==> config.mk <==
export PLATFORM = sky130hd
export DESIGN_NAME = hpm_host_irq_route
export DESIGN_NICKNAME = d
export VERILOG_FILES = /design/src/hpm_pkg.sv /design/src/hpm_lane_swap.sv /design/src/hpm_flag.sv /design/src/hpm_host_irq_route.sv
export SDC_FILE = /design/constraint.sdc
export NUM_CORES = 1
export LEC_CHECK = 0
export BUFFER_PORTS_ARGS = -buffer_cell sky130_fd_sc_hd__buf_2
export CAP_MARGIN = 10
export CORE_AREA = 8 8 93 95
export DETAILED_ROUTE_END_ITERATION = 10
export DIE_AREA = 0 0 101 103
export PLACE_DENSITY = 0.83
export SYNTH_ARGS = -nofsm -noshare
export SYNTH_HDL_FRONTEND = slang
export SYNTH_SLANG_ARGS = --single-unit
==> constraint.sdc <==
create_clock -name clk_i -period 5.1 [get_ports clk_i]
set_input_delay 0 -clock clk_i [delete_from_list [all_inputs] [get_ports clk_i]]
set_output_delay 0 -clock clk_i [all_outputs]
set_load 0.01 [all_outputs]
==> src/hpm_pkg.sv <==
`default_nettype none
package hpm_pkg;
	// cpu-side register offsets
	localparam logic [15:0] ROUTE_ADDR = 16'h0142;
	localparam logic [15:0] DOORBELL1_ADDR = 16'h0144;
	localparam logic [15:0] DOORBELL2_ADDR = 16'h0148;
	localparam logic [15:0] MAILBOX_ADDR = 16'hC0C6;
	// reset values
	localparam logic [15:0] ROUTE_RESET = 16'h1400;
	localparam logic [15:0] MAILBOX_RESET = 16'h0000;
	// routing register bit positions
	localparam int RT_VBUS = 15;
	localparam int RT_ID = 14;
	localparam int RT_SOF2_HP = 13;
	localparam int RT_SOF2_CPU = 12;
	localparam int RT_SOF1_HP = 11;
	localparam int RT_SOF1_CPU = 10;
	localparam int RT_RST2 = 9;
	localparam int RT_SWAP_HIGH = 8;
	localparam int RT_RES2 = 7;
	localparam int RT_RES1 = 6;
	localparam int RT_DONE2 = 3;
	localparam int RT_DONE1 = 2;
	localparam int RT_RST1 = 1;
	localparam int RT_SWAP_LOW = 0;
	// status word bit positions
	localparam int ST_VBUS = 15;
	localparam int ST_ID = 14;
	localparam int ST_SOF2 = 12;
	localparam int ST_SOF1 = 10;
	localparam int ST_RST2 = 9;
	localparam int ST_MBOX_IN = 8;
	localparam int ST_RES2 = 7;
	localparam int ST_RES1 = 6;
	localparam int ST_BELL2 = 5;
	localparam int ST_BELL1 = 4;
	localparam int ST_DONE2 = 3;
	localparam int ST_DONE1 = 2;
	localparam int ST_RST1 = 1;
	localparam int ST_MBOX_OUT = 0;
	localparam int NUM_SRC = 10;

	// serial-engine interrupt levels, already gated by the engines' own enables
	typedef struct packed {
		logic vbus;
		logic id_pin;
		logic sof2;
		logic sof1;
		logic rst2;
		logic res2;
		logic res1;
		logic done2;
		logic done1;
		logic rst1;
	} hpm_src_t;

	// one access on a port: strobes are one-cycle pulses
	typedef struct packed {
		logic wr;
		logic rd;
		logic [15:0] addr;
		logic [15:0] wdata;
	} hpm_acc_t;
endpackage
`default_nettype wire

==> src/hpm_lane_swap.sv <==
`timescale 1ns/1ps
`default_nettype none
module hpm_lane_swap (
	// control
	input wire logic swap_i,
	// data
	input wire logic [15:0] data_i,
	output logic [15:0] data_o
);
	assign data_o = swap_i ? {data_i[7:0], data_i[15:8]} : data_i;
endmodule // hpm_lane_swap
`default_nettype wire

==> src/hpm_flag.sv <==
`timescale 1ns/1ps
`default_nettype none
module hpm_flag (
	// clock and reset
	input wire logic clk_i,
	input wire logic reset_i,
	// events
	input wire logic set_i,
	input wire logic clr_i,
	output logic flag_o
);
	logic next_flag;
	// set wins so an event in the clearing cycle is not lost
	always_comb begin
		next_flag = flag_o;
		if (clr_i) begin
			next_flag = 1'b0;
		end
		if (set_i) begin
			next_flag = 1'b1;
		end
	end
	always_ff @(posedge clk_i) begin
		if (reset_i) begin
			flag_o <= 1'b0;
		end else begin
			flag_o <= next_flag;
		end
	end
endmodule // hpm_flag
`default_nettype wire

==> src/hpm_host_irq_route.sv <==
// Behaviour
// cpu reads routing register only; host port reads and writes it.
// routing bit 1 sends an engine interrupt to host irq and status.
// routing picks destination only; engine enables gate sources upstream.
// bit 15 routes bus-voltage interrupt to host port, else cpu.
// bit 14 routes id-pin interrupt to host port, else cpu.
// bits 13 and 11 route frame events of engines 2, 1 to host.
// bits 12 and 10 route frame events to cpu, independently of host.
// firmware lets only one party clear a frame event routed to both.
// bits 9 and 1 move reset interrupts 2 and 1 to host.
// bits 7 and 6 move resume interrupts 2 and 1 to host.
// bits 3 and 2 move done interrupts 2 and 1 to host.
// software writes swap bits 8 and 0 with the same value.
// swap 00 keeps msb on upper lanes; 11 swaps the bytes.
// writes to doorbells 0x0144, 0x0148 set flags and host irq.
// host port read of a doorbell clears its flag.
// shared 16-bit mailbox at 0xC0C6, reset to zero.
// host mailbox write fires rx-full; cpu mailbox read clears it.
// host mailbox read fires tx-empty; next cpu mailbox write clears it.
// cpu mailbox write asserts host irq; host mailbox read drops it.
// status word is host-port only, with the fixed flag layout.
// status reads make no memory access cycle.
// mailbox-in clears on cpu read; mailbox-out on host read.
// host irq is the or of routed sources, doorbells and mailbox-out.
`timescale 1ns/1ps
`default_nettype none
module hpm_host_irq_route (
	// clock and reset
	input wire logic clk_i,
	input wire logic reset_i,
	// serial-engine interrupt levels, same clock
	input wire hpm_pkg::hpm_src_t src_i,
	// on-chip cpu register port
	input wire hpm_pkg::hpm_acc_t cpu_acc_i,
	output logic [15:0] cpu_rdata_o,
	output logic cpu_hit_o,
	// cpu interrupt requests
	output hpm_pkg::hpm_src_t cpu_irq_o,
	output logic mbox_rx_full_irq_o,
	output logic mbox_tx_empty_irq_o,
	// mailbox interrupt enables, from the cpu interrupt controller
	input wire logic mbox_rx_full_en_i,
	input wire logic mbox_tx_empty_en_i,
	// parallel host port, register and status access
	input wire hpm_pkg::hpm_acc_t host_acc_i,
	input wire logic host_status_rd_i,
	output logic [15:0] host_port_data_bus_o,
	output logic host_hit_o,
	output logic host_port_irq_out_o,
	// memory access request toward the arbiter
	output logic host_mem_req_o,
	output logic byte_lane_swap_o
);
	logic [15:0] route;
	logic [15:0] next_route;
	logic [15:0] mailbox;
	logic [15:0] next_mailbox;
	logic [15:0] status;
	logic [15:0] host_wdata;
	logic [15:0] host_rdata_raw;
	logic [15:0] host_rdata_lanes;
	logic [15:0] next_cpu_rdata;
	logic next_cpu_hit;
	logic next_host_hit;
	logic [15:0] next_host_data;
	logic next_irq;
	logic next_mem_req;
	logic [9:0] routed_host;
	logic [9:0] src_vec;
	logic [9:0] route_host_bits;
	logic bell1;
	logic bell2;
	logic mbox_in;
	logic mbox_out;
	logic rx_full;
	logic tx_empty;
	logic host_wr_mbox;
	logic host_rd_mbox;
	logic cpu_wr_mbox;
	logic cpu_rd_mbox;
	hpm_pkg::hpm_src_t next_cpu_irq;
	logic next_rx_irq;
	logic next_tx_irq;
	logic next_swap;

	function automatic logic hit(input hpm_pkg::hpm_acc_t a, input logic [15:0] off);
		hit = (a.wr | a.rd) & (a.addr == off);
	endfunction

	function automatic logic wr_hit(input hpm_pkg::hpm_acc_t a, input logic [15:0] off);
		wr_hit = a.wr & hit(a, off);
	endfunction

	function automatic logic rd_hit(input hpm_pkg::hpm_acc_t a, input logic [15:0] off);
		rd_hit = a.rd & hit(a, off);
	endfunction

	assign host_wr_mbox = wr_hit(host_acc_i, hpm_pkg::MAILBOX_ADDR);
	assign host_rd_mbox = rd_hit(host_acc_i, hpm_pkg::MAILBOX_ADDR);
	assign cpu_wr_mbox = wr_hit(cpu_acc_i, hpm_pkg::MAILBOX_ADDR);
	assign cpu_rd_mbox = rd_hit(cpu_acc_i, hpm_pkg::MAILBOX_ADDR);

	// host data arrives and leaves through the selected lane order
	hpm_lane_swap u_swap_in (
		.swap_i(byte_lane_swap_o),
		.data_i(host_acc_i.wdata),
		.data_o(host_wdata)
	);
	hpm_lane_swap u_swap_out (
		.swap_i(byte_lane_swap_o),
		.data_i(host_rdata_raw),
		.data_o(host_rdata_lanes)
	);

	// doorbell and mailbox flags
	hpm_flag u_bell1 (
		.clk_i(clk_i),
		.reset_i(reset_i),
		.set_i(cpu_acc_i.wr & hit(cpu_acc_i, hpm_pkg::DOORBELL1_ADDR)),
		.clr_i(host_acc_i.rd & hit(host_acc_i, hpm_pkg::DOORBELL1_ADDR)),
		.flag_o(bell1)
	);
	hpm_flag u_bell2 (
		.clk_i(clk_i),
		.reset_i(reset_i),
		.set_i(cpu_acc_i.wr & hit(cpu_acc_i, hpm_pkg::DOORBELL2_ADDR)),
		.clr_i(host_acc_i.rd & hit(host_acc_i, hpm_pkg::DOORBELL2_ADDR)),
		.flag_o(bell2)
	);
	hpm_flag u_mbox_in (
		.clk_i(clk_i),
		.reset_i(reset_i),
		.set_i(host_wr_mbox),
		.clr_i(cpu_rd_mbox),
		.flag_o(mbox_in)
	);
	hpm_flag u_mbox_out (
		.clk_i(clk_i),
		.reset_i(reset_i),
		.set_i(cpu_wr_mbox),
		.clr_i(host_rd_mbox),
		.flag_o(mbox_out)
	);
	hpm_flag u_rx_full (
		.clk_i(clk_i),
		.reset_i(reset_i),
		.set_i(host_wr_mbox),
		.clr_i(cpu_rd_mbox),
		.flag_o(rx_full)
	);
	hpm_flag u_tx_empty (
		.clk_i(clk_i),
		.reset_i(reset_i),
		.set_i(host_rd_mbox),
		.clr_i(cpu_wr_mbox),
		.flag_o(tx_empty)
	);

	// sources and their host-route bits in matching order
	assign src_vec = {src_i.vbus, src_i.id_pin, src_i.sof2, src_i.sof1, src_i.rst2,
		src_i.res2, src_i.res1, src_i.done2, src_i.done1, src_i.rst1};
	assign route_host_bits = {route[hpm_pkg::RT_VBUS], route[hpm_pkg::RT_ID],
		route[hpm_pkg::RT_SOF2_HP], route[hpm_pkg::RT_SOF1_HP], route[hpm_pkg::RT_RST2],
		route[hpm_pkg::RT_RES2], route[hpm_pkg::RT_RES1], route[hpm_pkg::RT_DONE2],
		route[hpm_pkg::RT_DONE1], route[hpm_pkg::RT_RST1]};

	// sources are already gated by the engines' enables; routing only steers
	genvar gi;
	generate
		for (gi = 0; gi < hpm_pkg::NUM_SRC; gi++) begin : g_route
			assign routed_host[gi] = src_vec[gi] & route_host_bits[gi];
		end
	endgenerate

	// status word, layout fixed; reserved bits 13 and 11 read zero
	always_comb begin
		status = 16'h0000;
		status[hpm_pkg::ST_VBUS] = routed_host[9];
		status[hpm_pkg::ST_ID] = routed_host[8];
		status[hpm_pkg::ST_SOF2] = routed_host[7];
		status[hpm_pkg::ST_SOF1] = routed_host[6];
		status[hpm_pkg::ST_RST2] = routed_host[5];
		status[hpm_pkg::ST_MBOX_IN] = mbox_in;
		status[hpm_pkg::ST_RES2] = routed_host[4];
		status[hpm_pkg::ST_RES1] = routed_host[3];
		status[hpm_pkg::ST_BELL2] = bell2;
		status[hpm_pkg::ST_BELL1] = bell1;
		status[hpm_pkg::ST_DONE2] = routed_host[2];
		status[hpm_pkg::ST_DONE1] = routed_host[1];
		status[hpm_pkg::ST_RST1] = routed_host[0];
		status[hpm_pkg::ST_MBOX_OUT] = mbox_out;
	end

	// register and cpu-interrupt next values
	always_comb begin
		next_route = route;
		next_mailbox = mailbox;
		// only the host port may change routing; a cpu write is ignored
		if (host_acc_i.wr & hit(host_acc_i, hpm_pkg::ROUTE_ADDR)) begin
			next_route = host_wdata;
		end
		if (cpu_wr_mbox) begin
			next_mailbox = cpu_acc_i.wdata;
		end
		// host write wins a same-cycle collision; the cpu sees rx-full
		if (host_wr_mbox) begin
			next_mailbox = host_wdata;
		end
		next_cpu_irq.vbus = src_i.vbus & ~route[hpm_pkg::RT_VBUS];
		next_cpu_irq.id_pin = src_i.id_pin & ~route[hpm_pkg::RT_ID];
		next_cpu_irq.sof2 = src_i.sof2 & route[hpm_pkg::RT_SOF2_CPU];
		next_cpu_irq.sof1 = src_i.sof1 & route[hpm_pkg::RT_SOF1_CPU];
		next_cpu_irq.rst2 = src_i.rst2 & ~route[hpm_pkg::RT_RST2];
		next_cpu_irq.res2 = src_i.res2 & ~route[hpm_pkg::RT_RES2];
		next_cpu_irq.res1 = src_i.res1 & ~route[hpm_pkg::RT_RES1];
		next_cpu_irq.done2 = src_i.done2 & ~route[hpm_pkg::RT_DONE2];
		next_cpu_irq.done1 = src_i.done1 & ~route[hpm_pkg::RT_DONE1];
		next_cpu_irq.rst1 = src_i.rst1 & ~route[hpm_pkg::RT_RST1];
		next_irq = (|routed_host) | bell1 | bell2 | mbox_out;
		// both swap bits must agree; the high copy is what steers the lanes
		next_swap = next_route[hpm_pkg::RT_SWAP_HIGH];
		// enables gate the outputs, not the flags, so a late enable still reports
		next_rx_irq = rx_full & mbox_rx_full_en_i;
		next_tx_irq = tx_empty & mbox_tx_empty_en_i;
	end

	// read paths; status is never visible to the cpu
	always_comb begin
		// a cpu doorbell read is refused: no hit and zero data
		next_cpu_hit = hit(cpu_acc_i, hpm_pkg::ROUTE_ADDR) | hit(cpu_acc_i, hpm_pkg::MAILBOX_ADDR) |
			(cpu_acc_i.wr & (hit(cpu_acc_i, hpm_pkg::DOORBELL1_ADDR) |
			hit(cpu_acc_i, hpm_pkg::DOORBELL2_ADDR)));
		next_cpu_rdata = 16'h0000;
		if (cpu_acc_i.rd & hit(cpu_acc_i, hpm_pkg::ROUTE_ADDR)) begin
			next_cpu_rdata = route;
		end else if (cpu_rd_mbox) begin
			next_cpu_rdata = mailbox;
		end
		host_rdata_raw = 16'h0000;
		next_host_hit = hit(host_acc_i, hpm_pkg::ROUTE_ADDR) |
			hit(host_acc_i, hpm_pkg::MAILBOX_ADDR) |
			(host_acc_i.rd & (hit(host_acc_i, hpm_pkg::DOORBELL1_ADDR) |
			hit(host_acc_i, hpm_pkg::DOORBELL2_ADDR)));
		// the status word is served from flops here, not through memory
		next_mem_req = (host_acc_i.wr | host_acc_i.rd) & ~next_host_hit;
		if (host_status_rd_i) begin
			host_rdata_raw = status;
		end else if (host_acc_i.rd & hit(host_acc_i, hpm_pkg::ROUTE_ADDR)) begin
			host_rdata_raw = route;
		end else if (host_rd_mbox) begin
			host_rdata_raw = mailbox;
		end
	end

	// kept outside the read process so the lane swap does not loop back into it
	assign next_host_data = host_rdata_lanes;

	// register group
	always_ff @(posedge clk_i) begin
		if (reset_i) begin
			route <= hpm_pkg::ROUTE_RESET;
			mailbox <= hpm_pkg::MAILBOX_RESET;
			byte_lane_swap_o <= 1'b0;
		end else begin
			route <= next_route;
			mailbox <= next_mailbox;
			byte_lane_swap_o <= next_swap;
		end
	end

	// interrupt group
	always_ff @(posedge clk_i) begin
		if (reset_i) begin
			cpu_irq_o <= '0;
			host_port_irq_out_o <= 1'b0;
			mbox_rx_full_irq_o <= 1'b0;
			mbox_tx_empty_irq_o <= 1'b0;
		end else begin
			cpu_irq_o <= next_cpu_irq;
			host_port_irq_out_o <= next_irq;
			mbox_rx_full_irq_o <= next_rx_irq;
			mbox_tx_empty_irq_o <= next_tx_irq;
		end
	end

	// read answers stand for one cycle
	always_ff @(posedge clk_i) begin
		if (reset_i) begin
			cpu_rdata_o <= 16'h0000;
			cpu_hit_o <= 1'b0;
			host_port_data_bus_o <= 16'h0000;
			host_hit_o <= 1'b0;
			host_mem_req_o <= 1'b0;
		end else begin
			cpu_rdata_o <= next_cpu_rdata;
			cpu_hit_o <= next_cpu_hit;
			host_port_data_bus_o <= next_host_data;
			host_hit_o <= next_host_hit;
			host_mem_req_o <= next_mem_req;
		end
	end
endmodule // hpm_host_irq_route
`default_nettype wire

==> out/qor.yml <==
run_status:
  outcome: "finished, final reports clean"
yosys:
  netlist_instances: 418
  ys_seq_area_frac: 0.457
  synthFlopType: "dfxtp_1"
  synth_top_area_cell: "dfxtp_1"
  syn-num-nets: 501
  yosys_warnings: 0
  yosysTopAreaCellShare: 0.457
  synthArstFlopShare: 0
  ys_seq_elements: 85
  synth_edf_count: 0
  synthTopCellsByArea: "dfxtp_1 (46%), nand2_1 (7.7%), a22o_1 (4.7%)"
  synth_cell_types: 50
  syn_area_um2: 3720
  synth_area_per_cell_um2: 8.90
floorplan:
  fp.dieH_um: 103
  start_util: 0.521
  coreArea_um2: 7140
  fp.dieW_um: 101
  dieArea_um2: 10400
  row_count: 31
  ios: 132
flow_run:
  max_cap_violations: 0
critical_path:
  end_kind: "flip-flop"
  cp.required_ps: 5260
  start_kind: "input pin"
  criticalPathCategory: "in2reg"
  cp.arrival_ps: 2500
  crit_path_max_fanout: 33
place:
  portBuffers: 131
  preCtsSetupSlack_ps: 2440
  hpwl_mm: 8.76
  place_congestion: 0.826
global_routing:
  antenna_found_initial: 0
  grt_pass1_vias: 3786
  grt_usage: 0.227
  grt_max_degree: 46
  overflow: 0
  grt_first_pass_wirelength_mm: 18.7
power_and_ir_drop:
  ir_drop_mv: 0.174
  p_leak_uw: 0.00201
  p_per_area_nw_per_um2: 259
layout:
  multi_input_area_um2: 1880
  seq_area_um2: 1700
  drive_gt1_frac: 0.303
  nNetsFinal: 650
  area_growth_pct: 33.1
  insertedDiodeCount: 0
  fillers: 625
timing:
  slew_headroom: 0.263
  whs_ps: 28.1
  fin_ws_ps: 2760
  finalWorstPathRequiredPeriod_ps: 2340
  clock_skew_ps: 12.6
  rsz0062_at_grt: "no"
  fin_setup_tns_ps: 0
  worst_pin_slew_ps: 1100
  fmax_ghz: 0.427
  hold_viol: 0
  finalSetupViolations: 0
  final_max_slew_viol_count: 0
  finalCritPeriodShare: 0.459
clocking:
  cts_buffers: 9
  htreeDepth: 3
  cts.sinks: 85
  cts-root-buf: "clkbuf_8"
  clk_path_buf_depth: 2
  clk_pin_slew_ps: 90
  postCtsResizedCells: 0
  cts_tree: "done"
  clk_latency_ps: 350
drt:
  dr_total_vias: 3859
  via_per_inst: 5.76
  drtIter0Drc: 215
  wire_per_inst_um: 17.5
  first_pass_iters: 5
  drc: 0
  ant_nets: 0
  wl_mm: 11.7
worst_hold_path:
  hp-class: "in2reg"
[flip-flops by register name (all words and copies together) (netlist names), 10 cells and up]
register and flops:
cpu_irq_o 10, host_port_data_bus_o 16, mailbox 16, route 15, cpu_rdata_o 16
[final timing paths]
path / start / end / slack [ps] / cells past startpoint
max reg2reg: byte_lane_swap_o$_SDFFE_PP0P_ / mailbox[13]$_SDFFE_PP0P_ / 3340 / 4
min reg2reg: u_tx_empty.flag_o$_SDFFE_PP0P_ / mbox_tx_empty_irq_o$_SDFF_PP0_ / 450 / 2
max: host_acc_i[27] / mailbox[10]$_SDFFE_PP0P_ / 2760 / 6
min: reset_i / cpu_hit_o$_SDFF_PP0_ / 30 / 2
[cells by family (layout without fill, tap and decap cells)]
kind of cell | count (synthesis) | in the layout | share of synthesized area
AOI/OAI and AO/OA | 108 | 108 | 0.216
DFF | 85 | 85 | 0.457
and+or+nand+nor | 176 | 176 | 0.243
muxes | 16 | 16 | 0.0477
buffers and inverters | 33 | 186 | 0.0363
[repair_timing]
action / 4_1_cts / 5_1_grt
endpoints found under the hold margin: 32 / 0
setup endpoints to repair: 0 / 0
buffers inserted: 0 / 0
hold buffers: 34 / 0
[cell usage after synthesis, types with 2 or more instances]
master	count
dfxtp_1	85
nand2_1	76
nor2_1	31
clkbuf_1	24
a21oi_1	23
a22o_1	20
a311oi_1	18
mux2_2	14
o22ai_1	12
a221oi_1	11
nor3b_1	11
and3_1	9
a31oi_1	5
nand2b_1	5
nor2b_1	5
nand3_1	4
nor4_1	4
o21ai_0	4
or3_1	4
a22oi_1	3
buf_2	3
inv_1	3
nand4_1	3
nor3_1	3
a211o_1	2
a211oi_1	2
a221oi_2	2
and2_0	2
and3b_1	2
and4b_1	2
buf_1	2
mux2i_1	2
nand3b_1	2
o41ai_1	2
or2_2	2
or4_4	2
[cell usage in the layout, fill, tap and decap left out, types with 11 or more instances in the layout]
master	netlist	layout
a21oi_1	23	23
a221oi_1	11	11
a22o_1	20	20
a311oi_1	18	18
buf_2	3	131
dfxtp_1	85	85
dlygate4sd3_1	0	34
mux2_2	14	14
nand2_1	76	76
nor2_1	31	31
nor3b_1	11	11
o22ai_1	12	12
[per-stage QoR]
stage               instance area [um2]  utilization  instances  total power [uW]
floorplan                          3720            -        418               718
global placement                   4400        0.616        621               766
detailed placement                 4400        0.616        621               768
CTS                                4950        0.694        670              1280
global route                       4950        0.694        670              1320
finish                             4950        0.694        670              1280
[routing by layer]
metal,vias up,routed length (um),global-route usage,share of wire
met5,-,0,0,0
met4,0,214,0.0848,0.018
met3,23,1140,0.0520,0.097
met2,217,5620,0.387,0.48
met1,1779,4770,0.272,0.41
li1,1840,-,-,-
[critical path: stages]
cell	delay (ps)
buf_2	100
or4_4	570
nor4_2	480
nand3_1	890
nor2b_1	380
a311oi_1	80
[area by class of cell]
cell class | instances | area share
clock buffers | 9 | 0.0250
repair buffers | 168 | 0.206
clock inverters | 6 | 0.0179
inverters | 3 | 0.00227
well taps | 99 | 0.0250
multi-input cells | 300 | 0.380
flip-flops and latches | 85 | 0.344
[power by group]
part | internal, uW | switching, uW
Combinational | 55.8 | 49.0
Clock | 273 | 235
Sequential | 668 | 0.934
Total | 996 | 285
Note: power is estimated with default switching activity, not from simulation.
